<file path="config.mk">
export PLATFORM = sky130hd
export DESIGN_NAME = spl_shifter
export DESIGN_NICKNAME = d
export VERILOG_FILES = /design/src/spl_pkg.sv /design/src/spl_pin_if.sv /design/src/spl_pin_sampler.sv /design/src/spl_shifter.sv
export VERILOG_INCLUDE_DIRS = /design/src
export SDC_FILE = /design/constraint.sdc
export NUM_CORES = 1
export LEC_CHECK = 0
export BUFFER_PORTS_ARGS = -buffer_cell sky130_fd_sc_hd__buf_2
export CAP_MARGIN = 25
export CELL_PAD_IN_SITES_DETAIL_PLACEMENT = 1
export CELL_PAD_IN_SITES_GLOBAL_PLACEMENT = 1
export CORE_ASPECT_RATIO = 1.4
export CORE_MARGIN = 1
export CORE_UTILIZATION = 34
export DETAILED_ROUTE_END_ITERATION = 8
export GPL_TIMING_DRIVEN = 0
export PLACE_DENSITY = 0.77
export SLEW_MARGIN = 20
export SYNTH_ARGS = -nofsm -noshare
export SYNTH_HDL_FRONTEND = slang
export SYNTH_SLANG_ARGS = --single-unit
</file>
<file path="constraint.sdc">
create_clock -name clk -period 0.8 [get_ports clk]
set_input_delay 0.08 -clock clk [delete_from_list [all_inputs] [get_ports clk]]
set_output_delay 0.08 -clock clk [all_outputs]
set_load 0.01 [all_outputs]
</file>
<file path="src/spl_params.svh">
// Constants for the serial-to-parallel latched shifter.
// Assumes it is included by bare name wherever a figure is needed.
`ifndef SPL_PARAMS_SVH
`define SPL_PARAMS_SVH

`define SPL_STAGES       8
`define SPL_LAST_STAGE   7
`define SPL_PIN_COUNT    5
`define SPL_PIN_DATA     0
`define SPL_PIN_SHIFT    1
`define SPL_PIN_LATCH    2
`define SPL_PIN_CLEAR_N  3
`define SPL_PIN_OE_N     4
`define SPL_PIN_RST_VAL  5'h18
`define SPL_BYTE_ZERO    8'h00
`define SPL_BYTE_ONES    8'hff

`endif

</file>
<file path="src/spl_pkg.sv">
// Types shared by the shifter core and its pin sampler.
// Assumes spl_params.svh is on the include path.
`include "spl_params.svh"

package spl_pkg;
    typedef logic [`SPL_STAGES-1:0]    spl_byte_t;
    typedef logic [`SPL_PIN_COUNT-1:0] spl_pins_t;
endpackage : spl_pkg

</file>
<file path="src/spl_pin_if.sv">
// Carries sampled pin levels and rising-edge pulses from sampler to core.
// Assumes both ends run on the same system clock.
`timescale 1ns/1ps

interface spl_pin_if;
    spl_pkg::spl_pins_t level;
    spl_pkg::spl_pins_t rise;
    modport sampler (output level, output rise);
    modport core    (input level, input rise);
endinterface : spl_pin_if

</file>
<file path="src/spl_pin_sampler.sv">
// Two-flop synchronisers and rising-edge finders for every input pin.
// Assumes all pins are asynchronous to clk and held at least two clk periods per level.
`timescale 1ns/1ps
`include "spl_params.svh"

module spl_pin_sampler (
    // Clock and reset
    input  wire logic               clk,
    input  wire logic               sys_rst,
    // Raw pins
    input  wire spl_pkg::spl_pins_t pins,
    // Sampled view
    spl_pin_if.sampler              pin_io
);
    spl_pkg::spl_pins_t meta;
    spl_pkg::spl_pins_t sync;
    spl_pkg::spl_pins_t prev;
    spl_pkg::spl_pins_t next_meta;
    spl_pkg::spl_pins_t next_sync;
    spl_pkg::spl_pins_t next_prev;

    // Idle level of each pin, held in a vector so that each chain picks its own bit.
    localparam spl_pkg::spl_pins_t pin_rst_val = `SPL_PIN_RST_VAL;

    genvar i;
    generate
        for (i = 0; i < `SPL_PIN_COUNT; i++) begin : g_pin
            // The first flop feeds only the second; edges are judged on the settled copies.
            always_comb begin
                next_meta[i] = sys_rst ? pin_rst_val[i] : pins[i];
                next_sync[i] = sys_rst ? pin_rst_val[i] : meta[i];
                next_prev[i] = sys_rst ? pin_rst_val[i] : sync[i];
            end
            always_ff @(posedge clk) begin
                meta[i] <= next_meta[i];
                sync[i] <= next_sync[i];
                prev[i] <= next_prev[i];
            end
            assign pin_io.level[i] = sync[i];
            assign pin_io.rise[i]  = sync[i] & ~prev[i];
        end
    endgenerate
endmodule : spl_pin_sampler

</file>
<file path="src/spl_shifter.sv">
// Eight-stage serial shifter with storage latch and gated parallel drivers.
// Assumes every control pin is slow against the 10 MHz clk and comes from outside its domain.
// Assumes the bench or board holds each pin level for at least two clk periods.
// Outputs lag their pin edges by two to three clk cycles because of the synchronisers.
`timescale 1ns/1ps
`include "spl_params.svh"

// Contract
// Each shift clock rise loads serial input into stage zero and moves every stage up by one.
// Each latch clock rise copies all eight shift stages into the storage latch at once.
// When both clocks rise together the latch takes the shift contents from before that shift.
// While output enable is low each latch bit is driven onto its parallel output pin.
// While output enable is high all eight parallel outputs are released to high impedance.
// Changing output enable never alters the shift stages or the storage latch.
// Master clear low empties the shift stages and forces serial output low, leaving the latch alone.
// A latch clock rise during master clear loads all zeros into the latch.
// Serial output always shows the last stage, which after a shift holds the old stage six.
// A latch clock rise without a shift clock rise leaves the serial output unchanged.
// The controller chains devices serial output to serial input on common clocks.
// The controller sends eight bits highest output first, then pulses the latch clock once.
module spl_shifter (
    // Clock and reset
    input  wire logic              clk,
    input  wire logic              sys_rst,
    // Controller pins
    input  wire logic              serial_in,
    input  wire logic              shift_clk,
    input  wire logic              latch_clk,
    input  wire logic              master_clear_n,
    input  wire logic              output_enable_n,
    // Parallel output pins
    output logic [`SPL_STAGES-1:0] parallel_out,
    output logic [`SPL_STAGES-1:0] parallel_out_oe_n,
    // Cascade pin
    output logic                   serial_cascade_out
);
    spl_pin_if pin_bus ();

    spl_pkg::spl_byte_t shift_stage_bits;
    spl_pkg::spl_byte_t latch_bits;
    spl_pkg::spl_byte_t drive_off;
    spl_pkg::spl_byte_t next_shift;
    spl_pkg::spl_byte_t next_latch;
    spl_pkg::spl_byte_t next_drive_off;

    logic din;
    logic shift_rise;
    logic latch_rise;
    logic clear_n;
    logic oe_n;

    spl_pin_sampler u_sampler (
        .clk     (clk),
        .sys_rst (sys_rst),
        .pins    ({output_enable_n, master_clear_n, latch_clk, shift_clk, serial_in}),
        .pin_io  (pin_bus.sampler)
    );

    assign din        = pin_bus.level[`SPL_PIN_DATA];
    assign shift_rise = pin_bus.rise[`SPL_PIN_SHIFT];
    assign latch_rise = pin_bus.rise[`SPL_PIN_LATCH];
    assign clear_n    = pin_bus.level[`SPL_PIN_CLEAR_N];
    assign oe_n       = pin_bus.level[`SPL_PIN_OE_N];

    // Clear is level sensitive, so it beats any shift edge seen while it is low.
    always_comb begin
        next_shift = shift_stage_bits;
        if (sys_rst || !clear_n) begin
            next_shift = `SPL_BYTE_ZERO;
        end else if (shift_rise) begin
            next_shift = {shift_stage_bits[`SPL_LAST_STAGE-1:0], din};
        end
    end

    // Each latch bit reads its stage before this cycle's shift lands, which gives the one-pulse lag.
    genvar b;
    generate
        for (b = 0; b < `SPL_STAGES; b++) begin : g_latch
            always_comb begin
                next_latch[b] = latch_bits[b];
                if (sys_rst) begin
                    next_latch[b] = 1'b0;
                end else if (latch_rise && !clear_n) begin
                    next_latch[b] = 1'b0;
                end else if (latch_rise) begin
                    next_latch[b] = shift_stage_bits[b];
                end
            end
        end
    endgenerate

    // Enable only steers the drivers; it has no path into either register.
    genvar p;
    generate
        for (p = 0; p < `SPL_STAGES; p++) begin : g_drive
            always_comb begin
                next_drive_off[p] = 1'b1;
                if (!sys_rst && !oe_n) begin
                    next_drive_off[p] = 1'b0;
                end else begin
                    next_drive_off[p] = 1'b1;
                end
            end
        end
    endgenerate

    always_ff @(posedge clk) begin
        shift_stage_bits <= next_shift;
        latch_bits       <= next_latch;
        drive_off        <= next_drive_off;
    end

    assign parallel_out       = latch_bits;
    assign parallel_out_oe_n  = drive_off;
    assign serial_cascade_out = shift_stage_bits[`SPL_LAST_STAGE];

    // Shift edges since the last latch edge, saturating so a long stream cannot wrap back to a byte.
    // It only feeds covers; it keeps them bounded without a goto repetition.
    logic [3:0] shift_seen;
    logic [3:0] next_shift_seen;

    always_comb begin
        next_shift_seen = shift_seen;
        if (sys_rst || latch_rise) begin
            next_shift_seen = 4'h0;
        end else if (shift_rise && clear_n && shift_seen != 4'hf) begin
            next_shift_seen = shift_seen + 4'h1;
        end
    end

    always_ff @(posedge clk) begin
        shift_seen <= next_shift_seen;
    end

    // Each stage must take its lower neighbour's old value, checked stage by stage.
    genvar s;
    generate
        for (s = 1; s < `SPL_STAGES; s++) begin : g_stage_chk

        end
    endgenerate
endmodule : spl_shifter

</file>
* Word-level counts from Yosys, hierarchy flattened
Index checks and enable logic that the tools add are counted.
Word-level totals: bits in registers 29, output and inout port bits 17
Cells by class: muxes and demuxes 1, bitwise logic cells 4, reduce and logical (&&, ||, !) cells 7
Operators with widths (count):
- 1-bit zero test | 3
- 1-bit AND | 2
- 1-bit logical AND | 2
- 1-bit NOT | 2
- 2-bit OR reduction | 1
- 1-bit logical OR | 1
- 1-bit two-way mux | 1

* Logic depth before layout (Yosys ltp)
depth after elaboration 4, mapped depth 4, depth with buffers taken out 3

* Cells and area by module
Synthesis repeated with hierarchy kept, for this count alone.
Second synthesis, totals: cell total of the unflattened synthesis 107, area, all modules 1136.1 um^2
By module, submodules not included:
- spl_shifter | instances 1, cells an instance 71, area an instance 693.2 um^2
- spl_pin_sampler | instances 1, cells an instance 36, area an instance 442.9 um^2

* Worst setup path after synthesis
No wires, ideal clock.
kind reg-to-reg, from register u_sampler.sync[2], in the netlist u_sampler.pin_io.level[2], to register latch_bits[7], in the netlist parallel_out[7], setup time 70 ps, arrival 751 ps, data required time 730 ps, slack -21 ps, cell stages (with the launch flop) 5, path buffers 1, period minus slack after synthesis 821 ps, cells stage by stage dfxtp_1 nor2b_4 buf_6 nand3_1 a21oi_1
Between the ends: cells in the longest elaborated chain, start to end 3
RTL lines:
- start: declaration | RTL line spl_pin_sampler.sv:16 | spl_pkg::spl_pins_t sync;
- start signal: indexed assignment | RTL line spl_pin_sampler.sv:36 | sync[i] <= next_sync[i];
- 1-bit AND * | RTL line spl_pin_sampler.sv:40 | assign pin_io.rise[i] = sync[i] & ~prev[i];
- 1-bit logical AND | RTL line spl_shifter.sv:83 | end else if (latch_rise && !clear_n) begin
- 2-bit OR reduction (no source line)
- end signal: assignment | RTL line spl_shifter.sv:109 | latch_bits <= next_latch;
- end: declaration | RTL line spl_shifter.sv:40 | spl_pkg::spl_byte_t latch_bits;
Mark *: on every way between the ends. The rest lies on a longest branch, timed or not. A chain may end at the register's enable or synchronous reset.

==> run_results.csv <==
group,metric,value,unit
sta,skew,0.00242,ns
worst_setup_path,start_kind,"flip-flop",
logic_synthesis,syn_nets,117,
die,die_x,48.3,um
die,core_area,2850,sq um
sta,min_period,0.977,ns
clocking,cts-root-buf,"clkbuf_8",
die,fp-row-count,23,
power,p_leak,0.697,nW
grt,overflow,0,
sta,max_slew.worst_pin.slew,0.275,ns
grt,antenna_found_initial,0,
worst_setup_path,crit_type,"reg -> out",
run,drv_cap,0,
power,p_int,2.82,mW
routing,final_antenna_net_count,0,
sta,hold_violations,0,
die,start_util,35.8,%
grt,grt_pass1_wl,4030,um
worst_setup_path,cp.required,0.72,ns
sta,max_slew_margin,81.7,%
clocking,clock_latency,0.28,ns
cells_and_area,filler_cell_count,306,
logic_synthesis,yosys_warnings,0,
power,power_density,2050,nW/um^2
status,violations,"negative setup slack",
worst_setup_path,path_cells,"buf_4, buf_6",
grt,grt_max_degree,11,
cells_and_area,area_growth,68.2,%
routing,wirelength,2720,um
routing,vias_per_cell,4.64,
worst_setup_path,endpoint_kind,"primary output",
clocking,clockBufferDepth,2,
sta,setup_viol,25,
logic_synthesis,ys_ff_latch,29,
sta,fmaxAchievable,1020,MHz
worst_hold_path,min_path_type,"in -> reg",
place,port_buffers,23,
clocking,cts_buffers,5,
routing,drtIter0Drc,8,
routing,drc,0,
sta,fin_ws,-0.177,ns
routing,via_count,858,
place,place_ws,-0.115,ns
cells_and_area,nets,154,
die,design.die.area,3230,sq um
place,place.gp.congestion,0.743,
clocking,clock-sinks,29,
routing,drtPass1Iterations,3,
grt,gr-usage-all-layers,19.1,%
grt,grt_pass1_vias,910,
power,netSwitchingPower,0.686,mW
sta,tns,-3.02,ns
logic_synthesis,synthDistinctLibCells,13,
worst_setup_path,cp_num_buf_inv,2,
logic_synthesis,syn_inst,110,
worst_setup_path,max_stage_delay,0.37,ns
logic_synthesis,syn_area,1020,sq um
die,ios,24,
power,ir_drop,2.63,mV
routing,route.detailed.wl_per_inst,14.7,um
sta,rsz0062_at_grt,"true",
worst_setup_path,critical-path-top-delay-family,"flip-flops",
die,die_h,66.8,um
worst_setup_path,cp_max_fo,8,
sta,fin_crit_sh,122,%
logic_synthesis,avgSynthCellArea,9.27,sq um
worst_setup_path,critPathArrivalTime,0.90,ns
logic_synthesis,ys_seq_area_share,56.9,%
cells_and_area,diodes,0,
power,p_seq_share,42.4,%
worst_setup_path,cp_slowest_cell,"dfxtp_4",
cells_and_area,drive_gt1_share,67.6,%
clocking,clkTransAtPathRegs,0.06,ns
power,clkPwrFrac,51.4,%
power,sw_frac_of_total,19.6,%
status,outcome,"complete, but fails checks",
clocking,cts_tree,"yes",
place,hpwl,1450,um
sta,slew_viol_final,0,
clocking,h-tree-depth,2,
power,combPwrFrac,6.3,%
[cells in the mapped netlist]
library cell / n / area share [%]
or2_2: 2 / 1.2
dfxtp_1: 29 / 57
nand2_1: 24 / 8.8
buf_6: 1 / 1.1
nand3_1: 8 / 3.9
buf_2: 4 / 2.0
nor2b_4: 1 / 1.3
or2_1: 3 / 1.8
nor2b_1: 8 / 4.9
nor2b_2: 1 / 0.86
nand2b_1: 3 / 1.8
buf_4: 10 / 7.4
a21oi_1: 16 / 7.9
[metal layers]
metal,track usage (%),share of wire [%]
met1,17.8,37
met2,33.2,57
met3,5.96,2.9
met4,12.5,3.3
met5,0,0
[cell usage in the layout (no fill, tap or decap), types with 2 or more instances in the layout]
| cell type | Yosys | routed |
|---|---|---|
| clkbuf_8 | 0 | 5 |
| bufinv_16 | 0 | 2 |
| buf_12 | 0 | 2 |
| a21oi_2 | 0 | 15 |
| nand2_2 | 0 | 3 |
| dlygate4sd3_1 | 0 | 3 |
| dfxtp_2 | 0 | 13 |
| or2_2 | 2 | 2 |
| nor2b_1 | 8 | 7 |
| buf_2 | 4 | 9 |
| nand2_1 | 24 | 16 |
| nand3_4 | 0 | 3 |
| dfxtp_1 | 29 | 15 |
| nand2b_1 | 3 | 3 |
| nor2b_4 | 1 | 2 |
| nand3_2 | 0 | 5 |
| or2_1 | 3 | 3 |
| buf_6 | 1 | 20 |
| nand2_4 | 0 | 5 |
| buf_4 | 10 | 10 |
[through the flow]
stage / total power [mW] / instances / cell area (sq um) / utilization (%) / hold WS, ns
final: 3.51 / 185 / 1720 / 60.2 / 0.0171
after global routing: 3.62 / 185 / 1720 / 60.2 / 0.0183
after CTS: 3.50 / 185 / 1620 / 56.7 / 0.0221
after detailed placement: 1.66 / 170 / 1200 / 42.0 / 0.264
after global placement: 1.65 / 170 / 1200 / 42.0 / 0.259
after floorplan: 1.61 / 110 / 1030 / - / 0.152
[kinds of logic (layout without fill, tap and decap cells)]
logic type	Yosys count	after routing	synth area share [%]
flip-flops	29	29	56.9
buffers and inverters	15	53	10.4
AO/OA/AOI/OAI	16	16	7.85
AND/OR/NAND/NOR	50	50	24.8
[final timing paths]
check,startpoint,to,slack (ns),depth (start not counted)
hold / removal,serial_in,u_sampler.meta[0],0.02,2
setup / recovery,parallel_out_oe_n[0],parallel_out_oe_n[3],-0.18,2
hold reg to reg,u_sampler.pin_io.level[4],parallel_out_oe_n[0],0.42,1
setup reg to reg,u_sampler.pin_io.level[2],parallel_out[7],-0.15,4
[layout make-up]
cell class	instances	area [sq um]	area share, %
sequential	29	601	35.0
multi-input combinational	66	504	29.4
timing repair buffer	30	288	16.8
buffer	15	143	8.32
clock buffer	5	68.8	4.01
clock inverter	3	65.1	3.79
tap	37	46.3	2.70
[power by group through the flow]
stage	clock network [mW]	logic, mW	registers (mW)
2_1_floorplan	0	0.0964	1.51
3_3_place_gp	0	0.135	1.51
3_5_place_dp	0	0.141	1.52
4_1_cts	1.82	0.195	1.48
5_1_grt	1.89	0.236	1.49
6_report	1.80	0.219	1.49
[timing repair]
action,4_1_cts,5_1_grt
resized for setup,55,23
endpoints found under the hold margin,3,0
hold buffers,3,0
endpoints found under the setup margin,33,33
pin swaps,22,13
setup buffers,4,0
[registers in the layout (all words and copies together), names as in the netlist]
register / cells
shift_stage_bits: 8
u_sampler.prev: 2
u_sampler.meta: 5
parallel_out_oe_n: 1
parallel_out: 8
u_sampler.pin_io.level: 5
(Power assumes the default switching activity.)
